File: config.mk
export PLATFORM = sky130hd
export DESIGN_NAME = sfwp_top
export DESIGN_NICKNAME = d
export VERILOG_FILES = /design/src/rtl/sfwp_pkg.sv /design/src/rtl/sfwp_sync.sv /design/src/rtl/sfwp_top.sv
export VERILOG_INCLUDE_DIRS = /design/src /design/src/rtl
export SDC_FILE = /design/constraint.sdc
export NUM_CORES = 1
export LEC_CHECK = 0
export ABC_AREA = 1
export ABC_CLOCK_PERIOD_IN_PS = 7600
export BUFFER_PORTS_ARGS = -buffer_cell sky130_fd_sc_hd__buf_2
export CORE_ASPECT_RATIO = 1.4
export CORE_MARGIN = 10
export CORE_UTILIZATION = 61
export CTS_BUF_LIST = sky130_fd_sc_hd__clkbuf_16
export DETAILED_ROUTE_END_ITERATION = 12
export PLACE_DENSITY_LB_ADDON = 0.2
export RECOVER_POWER = 25
export SYNTH_ARGS = -nofsm -noshare
export SYNTH_HDL_FRONTEND = slang
export SYNTH_HIERARCHICAL = 1
export SYNTH_SLANG_ARGS = --single-unit
File: constraint.sdc
create_clock -name sys_clk -period 7.6 [get_ports sys_clk]
set_input_delay 1.14 -clock sys_clk [delete_from_list [all_inputs] [get_ports sys_clk]]
set_output_delay 1.14 -clock sys_clk [all_outputs]
set_load 0.02 [all_outputs]
File: src/rtl/sfwp_defs.svh
/*
 Constants of the serial flash write-protection block: register offsets,
 field positions, reset values, opcodes, array sizes and timing counts.
 Assumes a 250 MHz system clock and inclusion by bare name.
*/
`ifndef SFWP_DEFS_SVH
`define SFWP_DEFS_SVH

`define SFWP_REG_STATUS 8'h00
`define SFWP_REG_CONTROL 8'h04
`define SFWP_REG_CONFIG 8'h08
`define SFWP_REG_REFUSED 8'h0c

`define SFWP_RESP_OKAY 2'h0
`define SFWP_RESP_SLVERR 2'h2

`define SFWP_OPC_WRITE_ENABLE 8'h06
`define SFWP_OPC_WRITE_DISABLE 8'h04
`define SFWP_OPC_PAGE_PROGRAM 8'h02
`define SFWP_OPC_SECTOR_ERASE 8'h20
`define SFWP_OPC_BLOCK_ERASE 8'hd8
`define SFWP_OPC_CHIP_ERASE_A 8'hc7
`define SFWP_OPC_CHIP_ERASE_B 8'h60
`define SFWP_OPC_WRITE_STATUS_ONE 8'h01
`define SFWP_OPC_WRITE_STATUS_TWO 8'h31
`define SFWP_OPC_WRITE_STATUS_THREE 8'h11
`define SFWP_OPC_POWER_DOWN 8'hb9
`define SFWP_OPC_RELEASE_POWER_DOWN 8'hab
`define SFWP_OPC_RESET_ENABLE 8'h66
`define SFWP_OPC_RESET 8'h99

// status register one fields
`define SFWP_S1_STATUS_PROTECT 7
`define SFWP_S1_GRANULARITY 6
`define SFWP_S1_TOP_BOTTOM 5
`define SFWP_S1_BP_HI 4
`define SFWP_S1_BP_LO 2
`define SFWP_S1_LATCH 1
`define SFWP_S1_BUSY 0
`define SFWP_S1_WRITE_MASK 8'hfc
// status register two fields
`define SFWP_S2_COMPLEMENT 6
`define SFWP_S2_QUAD 1
`define SFWP_S2_WRITE_MASK 8'h42
// status register three fields
`define SFWP_S3_PIN_SELECT 7
`define SFWP_S3_DRIVE_HI 6
`define SFWP_S3_DRIVE_LO 5
`define SFWP_S3_HIGH_FREQ 4
`define SFWP_S3_WRITE_MASK 8'hf0

`define SFWP_S1_RESET 8'h00
`define SFWP_S2_RESET 8'h00
`define SFWP_S3_RESET 8'h00

`define SFWP_DRIVE_PCT_00 7'h32
`define SFWP_DRIVE_PCT_01 7'h19
`define SFWP_DRIVE_PCT_10 7'h4b
`define SFWP_DRIVE_PCT_11 7'h64

`define SFWP_ARRAY_BYTES 20'h80000
`define SFWP_SIZE_4K 20'h01000
`define SFWP_SIZE_8K 20'h02000
`define SFWP_SIZE_16K 20'h04000
`define SFWP_SIZE_32K 20'h08000
`define SFWP_SIZE_64K 20'h10000
`define SFWP_SIZE_128K 20'h20000
`define SFWP_SIZE_256K 20'h40000
`define SFWP_PAGE_MASK 20'h000ff
`define SFWP_SECTOR_MASK 20'h00fff
`define SFWP_BLOCK_MASK 20'h0ffff
`define SFWP_ARRAY_MASK 20'h7ffff

`define SFWP_CLK_PERIOD_NS 4
`define SFWP_PUW_TIME_US 10
`define SFWP_PUW_CYCLES ((`SFWP_PUW_TIME_US * 1000) / `SFWP_CLK_PERIOD_NS)
`define SFWP_OP_TIME_NS 400
`define SFWP_OP_CYCLES (`SFWP_OP_TIME_NS / `SFWP_CLK_PERIOD_NS)

`endif

File: src/rtl/sfwp_pkg.sv
/*
 Types of the serial flash write-protection block.
 Assumes the constants header is compiled alongside.
*/
package sfwp_pkg;

   typedef enum logic [1:0] {
      SFWP_PWR_OFF,
      SFWP_PWR_LOCKED,
      SFWP_PWR_READY
   } sfwp_power_type;

   typedef enum logic [2:0] {
      SFWP_SEL_STATUS,
      SFWP_SEL_CONTROL,
      SFWP_SEL_CONFIG,
      SFWP_SEL_REFUSED,
      SFWP_SEL_NONE
   } sfwp_reg_sel_type;

   typedef struct packed {
      logic [4:0] stage1;
      logic [4:0] stage2;
   } sfwp_sync_state_type;

   typedef struct packed {
      logic sclk_prev;
      logic cs_prev;
      logic [7:0] shift;
      logic [2:0] bit_cnt;
      logic [2:0] byte_cnt;
      logic [3:0][7:0] bytes;
      sfwp_power_type power;
      logic [15:0] puw_cnt;
      logic [15:0] busy_cnt;
      logic busy;
      logic write_enable_latch;
      logic deep_power_down;
      logic reset_armed;
      logic lock_down;
      logic [7:0] status_reg_one;
      logic [7:0] status_reg_two;
      logic [7:0] status_reg_three;
      logic hold_func_en;
      logic reset_func_en;
      logic io3_data_mode;
      logic [6:0] drive_pct;
      logic quad_hf_mode;
      logic prog_start;
      logic erase_start;
      logic status_write;
      logic [18:0] op_addr;
      logic cmd_refused;
      logic [7:0] refused_cnt;
      logic aw_got;
      logic [7:0] aw_addr;
      logic w_got;
      logic [31:0] w_data;
      logic [3:0] w_strb;
      logic awready;
      logic wready;
      logic bvalid;
      logic [1:0] bresp;
      logic arready;
      logic rvalid;
      logic [31:0] rdata;
      logic [1:0] rresp;
   } sfwp_state_type;

endpackage

File: src/rtl/sfwp_sync.sv
/*
 Two-flop synchroniser for the asynchronous pins of the protection block.
 Assumes inputs may change at any time relative to sys_clk.
*/
`timescale 1ns/1ps
`default_nettype none
module sfwp_sync
   import sfwp_pkg::*;
(
   input wire logic sys_clk,
   input wire logic rst_n,
   input wire logic [4:0] async_in,
   output logic [4:0] sync_out
);
   sfwp_sync_state_type q;
   sfwp_sync_state_type d;

   always_comb begin
      d = q;
      d.stage1 = async_in;
      d.stage2 = q.stage1;
   end

   always_ff @(posedge sys_clk) begin
      if (!rst_n) begin
         q <= '0;
      end else begin
         q <= d;
      end
   end

   assign sync_out = q.stage2;
endmodule
`default_nettype wire

File: src/rtl/sfwp_top.sv
/*
 Write-protection and pin-configuration logic of a serial flash: decodes
 commands from the serial link, keeps the write-enable latch, the power-up
 lockout and the protection map, and exposes state over AXI4-Lite.
 Assumes the link clock is far slower than sys_clk (several cycles a phase)
 and that AXI masters follow the usual valid/ready rules.
*/
`timescale 1ns/1ps
`default_nettype none
`include "sfwp_defs.svh"
module sfwp_top
   import sfwp_pkg::*;
#(
   parameter logic [15:0] PUW_CYCLES = 16'(`SFWP_PUW_CYCLES),
   parameter logic [15:0] OP_CYCLES = 16'(`SFWP_OP_CYCLES)
)
(
   input wire logic sys_clk,
   input wire logic rst_n,
   input wire logic supply_good,
   input wire logic spi_sclk,
   input wire logic spi_cs_n,
   input wire logic spi_mosi,
   input wire logic wp_n,
   output logic hold_func_en,
   output logic reset_func_en,
   output logic io3_data_mode,
   output logic [6:0] drive_pct,
   output logic quad_hf_mode,
   output logic prog_start,
   output logic erase_start,
   output logic status_write,
   output logic [18:0] op_addr,
   output logic cmd_refused,
   input wire logic [7:0] s_axi_awaddr,
   input wire logic s_axi_awvalid,
   output logic s_axi_awready,
   input wire logic [31:0] s_axi_wdata,
   input wire logic [3:0] s_axi_wstrb,
   input wire logic s_axi_wvalid,
   output logic s_axi_wready,
   output logic [1:0] s_axi_bresp,
   output logic s_axi_bvalid,
   input wire logic s_axi_bready,
   input wire logic [7:0] s_axi_araddr,
   input wire logic s_axi_arvalid,
   output logic s_axi_arready,
   output logic [31:0] s_axi_rdata,
   output logic [1:0] s_axi_rresp,
   output logic s_axi_rvalid,
   input wire logic s_axi_rready
);
   sfwp_state_type q;
   sfwp_state_type d;
   logic [4:0] pins;
   logic s_sclk, s_cs_n, s_mosi, s_wp_n, s_supply;

   sfwp_sync u_sync (
      .sys_clk(sys_clk),
      .rst_n(rst_n),
      .async_in({supply_good, wp_n, spi_mosi, spi_cs_n, spi_sclk}),
      .sync_out(pins)
   );
   assign {s_supply, s_wp_n, s_mosi, s_cs_n, s_sclk} = pins;

   function automatic sfwp_reg_sel_type decode(input logic [7:0] addr);
      case (addr)
         `SFWP_REG_STATUS: decode = SFWP_SEL_STATUS;
         `SFWP_REG_CONTROL: decode = SFWP_SEL_CONTROL;
         `SFWP_REG_CONFIG: decode = SFWP_SEL_CONFIG;
         `SFWP_REG_REFUSED: decode = SFWP_SEL_REFUSED;
         default: decode = SFWP_SEL_NONE;
      endcase
   endfunction

   // size of the region counted from address zero before any inversion
   function automatic logic [19:0] prot_size(input logic gran,
      input logic topbot, input logic [2:0] bp);
      if (bp == 3'h0) begin
         prot_size = 20'h0;
      end else if (bp[2:1] == 2'h3 || (!gran && bp == 3'h5)) begin
         prot_size = `SFWP_ARRAY_BYTES;
      end else if (!topbot) begin
         prot_size = 20'h0;
      end else if (!gran) begin
         case (bp)
            3'h1: prot_size = `SFWP_SIZE_64K;
            3'h2: prot_size = `SFWP_SIZE_128K;
            3'h3: prot_size = `SFWP_SIZE_256K;
            default: prot_size = `SFWP_ARRAY_BYTES;
         endcase
      end else begin
         case (bp)
            3'h1: prot_size = `SFWP_SIZE_4K;
            3'h2: prot_size = `SFWP_SIZE_8K;
            3'h3: prot_size = `SFWP_SIZE_16K;
            default: prot_size = `SFWP_SIZE_32K;
         endcase
      end
   endfunction

   // any byte of [lo,hi] protected; complement turns the region round
   function automatic logic region_hit(input logic [19:0] lo,
      input logic [19:0] hi, input logic [19:0] size, input logic compl);
      if (compl) begin
         region_hit = (hi >= size);
      end else begin
         region_hit = (lo < size);
      end
   endfunction

   logic sclk_rise, cs_rise, cs_fall;
   logic [7:0] opc;
   logic [19:0] a_lo, a_hi, mask, psize;
   logic write_class, status_locked, hit;

   always_comb begin
      d = q;
      d.prog_start = 1'b0;
      d.erase_start = 1'b0;
      d.status_write = 1'b0;
      d.cmd_refused = 1'b0;
      sclk_rise = s_sclk && !q.sclk_prev;
      cs_rise = s_cs_n && !q.cs_prev;
      cs_fall = !s_cs_n && q.cs_prev;
      d.sclk_prev = s_sclk;
      d.cs_prev = s_cs_n;
      opc = q.bytes[0];
      case (opc)
         `SFWP_OPC_PAGE_PROGRAM: mask = `SFWP_PAGE_MASK;
         `SFWP_OPC_SECTOR_ERASE: mask = `SFWP_SECTOR_MASK;
         `SFWP_OPC_BLOCK_ERASE: mask = `SFWP_BLOCK_MASK;
         default: mask = `SFWP_ARRAY_MASK;
      endcase
      a_lo = {1'b0, q.bytes[1][2:0], q.bytes[2], q.bytes[3]} & ~mask;
      a_hi = a_lo | mask;
      psize = prot_size(q.status_reg_one[`SFWP_S1_GRANULARITY],
         q.status_reg_one[`SFWP_S1_TOP_BOTTOM],
         q.status_reg_one[`SFWP_S1_BP_HI:`SFWP_S1_BP_LO]);
      hit = region_hit(a_lo, a_hi, psize,
         q.status_reg_two[`SFWP_S2_COMPLEMENT]);
      // write-protect pin loses its meaning once quad I/O owns it
      status_locked = q.lock_down ||
         (q.status_reg_one[`SFWP_S1_STATUS_PROTECT] && !s_wp_n &&
          !q.status_reg_two[`SFWP_S2_QUAD]);
      write_class = (opc == `SFWP_OPC_PAGE_PROGRAM) ||
         (opc == `SFWP_OPC_SECTOR_ERASE) || (opc == `SFWP_OPC_BLOCK_ERASE) ||
         (opc == `SFWP_OPC_CHIP_ERASE_A) || (opc == `SFWP_OPC_CHIP_ERASE_B);

      case (q.power)
         SFWP_PWR_OFF: begin
            if (s_supply) begin
               d.power = SFWP_PWR_LOCKED;
               d.puw_cnt = 16'h0;
            end
         end
         SFWP_PWR_LOCKED: begin
            d.puw_cnt = q.puw_cnt + 16'h1;
            if (q.puw_cnt >= PUW_CYCLES - 16'h1) begin
               d.power = SFWP_PWR_READY;
            end
         end
         default: d.power = SFWP_PWR_READY;
      endcase

      if (q.busy) begin
         d.busy_cnt = q.busy_cnt + 16'h1;
         if (q.busy_cnt >= OP_CYCLES - 16'h1) begin
            d.busy = 1'b0;
            d.write_enable_latch = 1'b0;
         end
      end

      if (cs_fall) begin
         d.bit_cnt = 3'h0;
         d.byte_cnt = 3'h0;
      end else if (!s_cs_n && sclk_rise) begin
         d.shift = {q.shift[6:0], s_mosi};
         d.bit_cnt = q.bit_cnt + 3'h1;
         if (q.bit_cnt == 3'h7) begin
            if (q.byte_cnt < 3'h4) begin
               d.bytes[q.byte_cnt[1:0]] = {q.shift[6:0], s_mosi};
            end
            if (q.byte_cnt != 3'h7) begin
               d.byte_cnt = q.byte_cnt + 3'h1;
            end
         end
      end

      // a frame ends at chip select rise; partial bytes void it
      if (cs_rise && q.power != SFWP_PWR_OFF && q.byte_cnt != 3'h0) begin
         if (q.bit_cnt != 3'h0) begin
            // dormant or busy devices drop cut frames without a pulse
            d.cmd_refused = write_class &&
               !q.deep_power_down && !q.busy;
         end else if (q.deep_power_down) begin
            if (opc == `SFWP_OPC_RELEASE_POWER_DOWN) begin
               d.deep_power_down = 1'b0;
            end
         end else if (!q.busy) begin
            d.reset_armed = 1'b0;
            case (opc)
               `SFWP_OPC_WRITE_ENABLE: begin
                  if (q.power == SFWP_PWR_READY) begin
                     d.write_enable_latch = 1'b1;
                  end else begin
                     d.cmd_refused = 1'b1;
                  end
               end
               `SFWP_OPC_WRITE_DISABLE: d.write_enable_latch = 1'b0;
               `SFWP_OPC_PAGE_PROGRAM, `SFWP_OPC_SECTOR_ERASE,
               `SFWP_OPC_BLOCK_ERASE, `SFWP_OPC_CHIP_ERASE_A,
               `SFWP_OPC_CHIP_ERASE_B: begin
                  if (q.power != SFWP_PWR_READY ||
                      !q.write_enable_latch || hit ||
                      (mask != `SFWP_ARRAY_MASK && q.byte_cnt < 3'h4)) begin
                     d.cmd_refused = 1'b1;
                  end else begin
                     d.busy = 1'b1;
                     d.busy_cnt = 16'h0;
                     d.op_addr = a_lo[18:0];
                     d.prog_start = (opc == `SFWP_OPC_PAGE_PROGRAM);
                     d.erase_start = (opc != `SFWP_OPC_PAGE_PROGRAM);
                  end
               end
               `SFWP_OPC_WRITE_STATUS_ONE, `SFWP_OPC_WRITE_STATUS_TWO,
               `SFWP_OPC_WRITE_STATUS_THREE: begin
                  if (q.power != SFWP_PWR_READY || !q.write_enable_latch ||
                      status_locked || q.byte_cnt < 3'h2) begin
                     d.cmd_refused = 1'b1;
                  end else begin
                     d.busy = 1'b1;
                     d.busy_cnt = 16'h0;
                     d.status_write = 1'b1;
                     if (opc == `SFWP_OPC_WRITE_STATUS_ONE) begin
                        d.status_reg_one = q.bytes[1] & `SFWP_S1_WRITE_MASK;
                        if (q.byte_cnt >= 3'h3) begin
                           d.status_reg_two = q.bytes[2] & `SFWP_S2_WRITE_MASK;
                        end
                     end else if (opc == `SFWP_OPC_WRITE_STATUS_TWO) begin
                        d.status_reg_two = q.bytes[1] & `SFWP_S2_WRITE_MASK;
                     end else begin
                        d.status_reg_three = q.bytes[1] & `SFWP_S3_WRITE_MASK;
                     end
                  end
               end
               `SFWP_OPC_POWER_DOWN: d.deep_power_down = 1'b1;
               `SFWP_OPC_RESET_ENABLE: d.reset_armed = 1'b1;
               `SFWP_OPC_RESET: begin
                  if (q.reset_armed) begin
                     d.write_enable_latch = 1'b0;
                     d.lock_down = 1'b0;
                  end
               end
               default: d.reset_armed = 1'b0;
            endcase
         end
      end

      if (d.cmd_refused) begin
         d.refused_cnt = q.refused_cnt + 8'h1;
      end

      // axi write: address and data taken in either order
      if (s_axi_awvalid && q.awready) begin
         d.aw_got = 1'b1;
         d.aw_addr = s_axi_awaddr;
      end
      if (s_axi_wvalid && q.wready) begin
         d.w_got = 1'b1;
         d.w_data = s_axi_wdata;
         d.w_strb = s_axi_wstrb;
      end
      if (q.bvalid && s_axi_bready) begin
         d.bvalid = 1'b0;
      end
      if (q.aw_got && q.w_got && !q.bvalid) begin
         d.aw_got = 1'b0;
         d.w_got = 1'b0;
         d.bvalid = 1'b1;
         d.bresp = `SFWP_RESP_OKAY;
         case (decode(q.aw_addr))
            SFWP_SEL_CONTROL: begin
               if (q.w_strb[0] && q.w_data[0]) begin
                  d.lock_down = 1'b1;
               end
            end
            SFWP_SEL_NONE: d.bresp = `SFWP_RESP_SLVERR;
            default: d.bresp = `SFWP_RESP_OKAY;
         endcase
      end
      d.awready = !d.aw_got && !d.bvalid;
      d.wready = !d.w_got && !d.bvalid;

      if (q.rvalid && s_axi_rready) begin
         d.rvalid = 1'b0;
      end
      if (s_axi_arvalid && q.arready) begin
         d.rvalid = 1'b1;
         d.rresp = `SFWP_RESP_OKAY;
         case (decode(s_axi_araddr))
            SFWP_SEL_STATUS: d.rdata = {26'h0, q.lock_down,
               q.power == SFWP_PWR_READY, q.power == SFWP_PWR_LOCKED,
               q.deep_power_down, q.write_enable_latch, q.busy};
            SFWP_SEL_CONTROL: d.rdata = {31'h0, q.lock_down};
            SFWP_SEL_CONFIG: d.rdata = {8'h0, q.status_reg_three,
               q.status_reg_two, q.status_reg_one[7:2],
               q.write_enable_latch, q.busy};
            SFWP_SEL_REFUSED: d.rdata = {24'h0, q.refused_cnt};
            default: begin
               d.rdata = 32'h0;
               d.rresp = `SFWP_RESP_SLVERR;
            end
         endcase
      end
      d.arready = !d.rvalid;

      // supply loss: volatile state cleared, configuration kept
      if (!s_supply) begin
         d.power = SFWP_PWR_OFF;
         d.write_enable_latch = 1'b0;
         d.deep_power_down = 1'b0;
         d.busy = 1'b0;
         d.reset_armed = 1'b0;
         d.lock_down = 1'b0;
         d.bit_cnt = 3'h0;
         d.byte_cnt = 3'h0;
      end

      d.hold_func_en = !q.status_reg_two[`SFWP_S2_QUAD] &&
         !q.status_reg_three[`SFWP_S3_PIN_SELECT];
      d.reset_func_en = !q.status_reg_two[`SFWP_S2_QUAD] &&
         q.status_reg_three[`SFWP_S3_PIN_SELECT];
      d.io3_data_mode = q.status_reg_two[`SFWP_S2_QUAD];
      case (q.status_reg_three[`SFWP_S3_DRIVE_HI:`SFWP_S3_DRIVE_LO])
         2'h0: d.drive_pct = `SFWP_DRIVE_PCT_00;
         2'h1: d.drive_pct = `SFWP_DRIVE_PCT_01;
         2'h2: d.drive_pct = `SFWP_DRIVE_PCT_10;
         default: d.drive_pct = `SFWP_DRIVE_PCT_11;
      endcase
      d.quad_hf_mode = q.status_reg_three[`SFWP_S3_HIGH_FREQ];
   end

   always_ff @(posedge sys_clk) begin
      if (!rst_n) begin
         q <= '0;
         q.status_reg_one <= `SFWP_S1_RESET;
         q.status_reg_two <= `SFWP_S2_RESET;
         q.status_reg_three <= `SFWP_S3_RESET;
         q.sclk_prev <= 1'b0;
         q.cs_prev <= 1'b1;
      end else begin
         q <= d;
      end
   end

   assign hold_func_en = q.hold_func_en;
   assign reset_func_en = q.reset_func_en;
   assign io3_data_mode = q.io3_data_mode;
   assign drive_pct = q.drive_pct;
   assign quad_hf_mode = q.quad_hf_mode;
   assign prog_start = q.prog_start;
   assign erase_start = q.erase_start;
   assign status_write = q.status_write;
   assign op_addr = q.op_addr;
   assign cmd_refused = q.cmd_refused;
   assign s_axi_awready = q.awready;
   assign s_axi_wready = q.wready;
   assign s_axi_bresp = q.bresp;
   assign s_axi_bvalid = q.bvalid;
   assign s_axi_arready = q.arready;
   assign s_axi_rdata = q.rdata;
   assign s_axi_rresp = q.rresp;
   assign s_axi_rvalid = q.rvalid;
endmodule
`default_nettype wire

Yosys cells after proc, flatten, opt, wreduce, memory -nomap -nowiden
Cells that the tools add are included.

Input port bits: 64. Register bits after elaboration: 243. Word-level logic and storage cells: 268. Output and inout port bits: 75.

Muxes and demuxes: 70. Bitwise operators: 16. Reduce and logical (&&, ||, !) cells: 80. Equal/unequal tests: 42. $add $sub $neg: 5. Order comparisons: 9.

Operator list (number): 2-to-1 mux 45 bit (3); one-hot mux 24 bit (4 select lines) (1); 2-to-1 mux 20 bit (4); one-hot mux 20 bit (3 select lines) (1); one-hot mux 19 bit (3 select lines) (1); 2-to-1 mux 8 bit (7); 2-to-1 mux 18 bit (3); 2-to-1 mux 24 bit (2); one-hot mux 16 bit (3 select lines) (1); equality test 8 bit (second input constant) (5); 2-to-1 mux 37 bit (1); 2-to-1 mux 35 bit (1); 2-to-1 mux 17 bit (2); one-hot mux 17 bit (2 select lines) (1); adder 16 x 1 -> 16 bit (second input constant) (2); bitwise mux 32 bit (1); equality test 8 x 3 -> 1 bit (second input constant) (4); equality test 8 x 4 -> 1 bit (second input constant) (4); one-hot mux 16 bit (2 select lines) (1); 2-to-1 mux 26 bit (1); logical AND 1 bit (25); 2-to-1 mux 1 bit (24); one-hot mux 3 bit (4 select lines) (2); one-hot mux 7 bit (3 select lines) (1); 54 further kinds (124).

Longest topological paths before layout
Word-level depth: 19. Depth in mapped cells: 22. Mapped depth without buffers: 22.

Hierarchy
The synthesis kept the hierarchy.

Modules (own cells, without submodules): sfwp_top (seq. area each 3123.0 µm², area an instance 7877.6 µm², instances 1, cells an instance 1030); sfwp_sync (seq. area each 200.2 µm², area an instance 286.5 µm², instances 1, cells an instance 31).

Worst setup path before layout
OpenSTA, ideal clock, no wires.

Path type: reg-to-reg. From: register q, in the netlist opc[4]. To: register q[92] (netlist name). Setup slack: 5009 ps. Data arrival time: 2458 ps. Data required time: 7467 ps. Path buffers: 0. Cell stages (with the launch flop): 20. Setup time: 133 ps. Period minus slack after synthesis: 2591 ps. Cell sequence: dfxtp_1 inv_2 nor2_1 nand3_1 o311ai_4 nand2_1 inv_1 ha_1 a21oi_1 nor2_1 a211oi_1 nand2_2 nand3_4 nand2_4 nand3_2 nand2_4 nand2_8 nand2_8 nand2_2 a21oi_2.

Longest elaborated chain between the ends: 15. Elaborated cells between the ends (all ways): 34. Classes of those cells: 2 x order compare; 10 x eq/ne; 8 x mux; 3 x bitwise; 11 x reduce/logical.

Ends and longest elaborated chain: start: declaration (line sfwp_top.sv:53) `sfwp_state_type q;`; equality test 8 bit, or another cell as far along (line sfwp_top.sv:129) `case (opc)`; one-hot mux 19 bit (3 select lines) (*) (line sfwp_top.sv:129); NOT 20 bit (*) (line sfwp_top.sv:135) `a_lo = {1'b0, q.bytes[1][2:0], q.bytes[2], q.bytes[3]} & ~mask;`; AND 19 x 20 -> 20 bit (*) (line sfwp_top.sv:135); net a_lo[17] (line sfwp_top.sv:114) `logic [19:0] a_lo, a_hi, mask, psize;`; OR 20 bit (line sfwp_top.sv:136) `a_hi = a_lo | mask;`; greater-or-equal comparator 20 bit (line sfwp_top.sv:106) `region_hit = (hi >= size);`; 2-to-1 mux 1 bit (*) (line sfwp_top.sv:105) `if (compl) begin`; logical OR 1 bit (*) (line sfwp_top.sv:215) `!q.write_enable_latch || hit ||`; logical OR 1 bit (*) (line sfwp_top.sv:214) `if (q.power != SFWP_PWR_READY ||`; 2-to-1 mux 1 bit (*) (line sfwp_top.sv:214); one-hot mux 1 bit (3 select lines) (*) (line sfwp_top.sv:202) `case (opc)`; 2-to-1 mux 1 bit (*) (line sfwp_top.sv:200) `end else if (!q.busy) begin`; 2-to-1 mux 1 bit (*) (line sfwp_top.sv:196) `end else if (q.deep_power_down) begin`; 2-to-1 mux 1 bit (*) (line sfwp_top.sv:192) `if (q.bit_cnt != 3'h0) begin`; 2-to-1 mux 1 bit (*) (line sfwp_top.sv:191) `if (cs_rise && q.power != SFWP_PWR_OFF && q.byte_cnt != 3'h0) begin`.

Mark *: on every way through the listed nets, which the timed path passes. The rest lies on a longest branch. A chain may end at the register's enable or synchronous reset.

==> metrics <==
Post-Layout Cell Count=1292; Die Area=18500 µm²; WL final=17.7 mm; hold-fix buffers at CTS=0; Max Cap Violations=1; HP Start=u_sync/d[2]; vias=6655; final setup violating endpoints=0; top sig layer=met4; share of layout cells above drive strength 1=0.138; Final Max Slew Viols=35; final hold violations=0; total gr overflow=0; sequential cell area=3320 µm²; die width=118 µm; routability cong.=0.946; Core Footprint=13300 µm²; ys flop type=dfxtp_1; H-tree lvl count=4; Chip Height=157 µm; antenna viol nets, final=0; Worst R2R Path Depth=15; Post-Syn Instances=1061; clk buf depth=2; DR vias/cell=5.15; CTS tree=done; main combinational cell family by area after synthesis=simple AND/OR/NAND/NOR gates; fin crit share=0.476; Worst R2R End=erase_start; Peak VDD IR=129 µV; number of I/O port buffers=76; number of fill cells in the layout=1190; Worst Tran Pin Value=1.84 ns; WP data arrival=3.98 ns; Slew headroom=-0.228; crit-path max cell delay=1.01 ns; first-pass GRT wire length=29.7 mm; synthesized flop and latch total=166; Compound-Gate Fraction of Synth Area=0.159; PnR worst setup slack=3.99 ns; Cells after DPL=1260; Met1 Wirelength=8.03 mm; GRT Util Overall=0.193; Post-synth ARST share=0; later-pin clock latency in the skew report=0.43 ns; Rows=50; clock root buffer=clkbuf_16; Seq/Total Area, Yosys=0.407; endpoint type of the worst setup path=register; # IOs=139; vias in the first global route=6358; Peak Freq=0.277 GHz; CTS sink count=166; cts repair resizes=0; violated checks=max-capacitance violations, max-slew violations; Synth-to-Final Area Change=8.61%; crit-path cells=clkbuf_1, clkinv_1, clkbuf_1, or2_2, nor2_1; TritonCTS Buffers=17; met3 wire length=867 µm; Worst setup SP type=primary input; clk slew on worst S/H paths=0.07 ns; crit path max fanout=35; min Tclk post-route=3.61 ns; DR iter-0 viols=410; Worst Hold Class=register to register; P_leak=3.57 nW; RSZ-0062 raised after global routing=no; Min Hold Slack=0.419 ns; Final Net Count=1189; hold path cells=2; multi-input combinational cell area=3820 µm²; synth warn=6; Diodes inserted=0; worst r2r src=opc[4]; Slowest-stage cell, CP=clkbuf_1; Post-Syn Area=8160 µm²; Post-Syn Area per Cell=7.69 µm²; P per Cell Area=210 nW/µm²; Placed Area=8300 µm²; Post-synth EDFFs=0; average wire per standard cell=13.7 µm; initial antenna violation count=0; final setup TNS=0 ns; WHS Endpoint=u_sync/sync_out[2]; DR pass1 iterations=5; HPWL after DPL=12.9 mm; Synth Area in Adders=0.0429; fin area=8870 µm²; CP dominant cell by count=clkbuf_1; pre-CTS setup slack=4.39 ns; xor/xnor share of the synthesized area=0.0161; Crit Path Class=primary input to register; post-synth cell types=57; status=finished, violations left; mux contribution to synthesized area=0; Reg2Reg Setup Slack=4.34 ns; Critical Path RT=7.96 ns; Final Skew=0.0135 ns; routed wire length on met2=8.43 mm; drt drc=0; initial core utilization=0.616; area share of and/or/nand/nor cells after synthesis=0.237; largest net degree at the start of global routing=69; Setup Fix Bufs, Post-CTS=0
## per-layer routing
metal / GRT usage / vias up
li1: - / 3448
met1: 0.233 / 3015
met2: 0.324 / 164
met3: 0.0465 / 28
met4: 0.0779 / 0
met5: 0 / -
## cells in the mapped netlist (18+ instances only)
master	instances	area, µm²
ha_1	28	350
inv_1	128	480
buf_4	63	473
o21ai_0	83	415
a21oi_1	82	410
nor3_1	22	110
nor2_1	120	450
nand3_1	40	200
dfxtp_1	166	3320
clkbuf_1	18	67.6
nand2_1	142	533
## where the power goes
group          switching, mW  internal [mW]
Clock                  0.388          0.500
Sequential           0.00780          0.884
Combinational         0.0574         0.0204
Total                  0.453           1.40
## cells in the final DEF (no fill, tap or decap), drive strengths merged, types with 43 or more instances in the layout
| cell | netlist | layout |
|---|---|---|
| a21oi | 90 | 90 |
| buf | 70 | 43 |
| clkbuf | 18 | 52 |
| dfxtp | 166 | 166 |
| inv | 142 | 151 |
| nand2 | 166 | 166 |
| nand3 | 43 | 43 |
| nor2 | 135 | 135 |
| o21ai | 86 | 86 |
## worst max path at each step
stage	startpoint	endpoint	cells past startpoint
floorplan	opc[4]	q[92]	19
global placement	opc[4]	erase_start	15
detailed placement	opc[4]	erase_start	15
CTS	opc[4]	erase_start	15
global route	rst_n	drive_pct[4]	5
finish	rst_n	drive_pct[4]	5
## cell families (layout without fill, tap and decap cells)
kind of cell               after synthesis  after routing
and+or+nand+nor                        401            401
other                                    1             28
AOI/OAI and AO/OA                      219            219
adders and majority gates               28             28
xor gates and xnor gates                15             15
DFF                                    166            166
buffers and inverters                  231            253
## layout make-up
class	instances	share of cell area
clock inverter	15	0.0209
sequential	166	0.375
timing repair buffer	78	0.0394
clock buffer	17	0.0480
multi-input combinational	691	0.431
inverter	143	0.0605
tap	182	0.0257
## registers in the layout, indices dropped and copies added (netlist names)
name	cells
s_axi_bvalid	1
d	2
io3_data_mode	1
s_axi_rvalid	1
u_sync/d	5
reset_func_en	1
s_axi_arready	1
prog_start	1
opc	8
drive_pct	6
s_axi_awready	1
quad_hf_mode	1
s_axi_rresp	1
u_sync/sync_out	5
s_axi_rdata	14
hold_func_en	1
s_axi_wready	1
q	100
cmd_refused	1
status_write	1
op_addr	11
erase_start	1
s_axi_bresp	1
## worst max-delay path: cells and delay by family
| family | cells | cell delay, ns |
|---|---|---|
| buffers and inverters | 3 | 2.12 |
| and+or+nand+nor | 2 | 0.70 |
## through the flow
stage | utilization | total power, mW
2_1_floorplan | - | 0.983
3_3_place_gp | 0.626 | 0.989
3_5_place_dp | 0.626 | 0.990
4_1_cts | 0.672 | 1.87
5_1_grt | 0.669 | 1.92
6_report | 0.669 | 1.86
No activity file was read; power rests on OpenSTA's default activity.
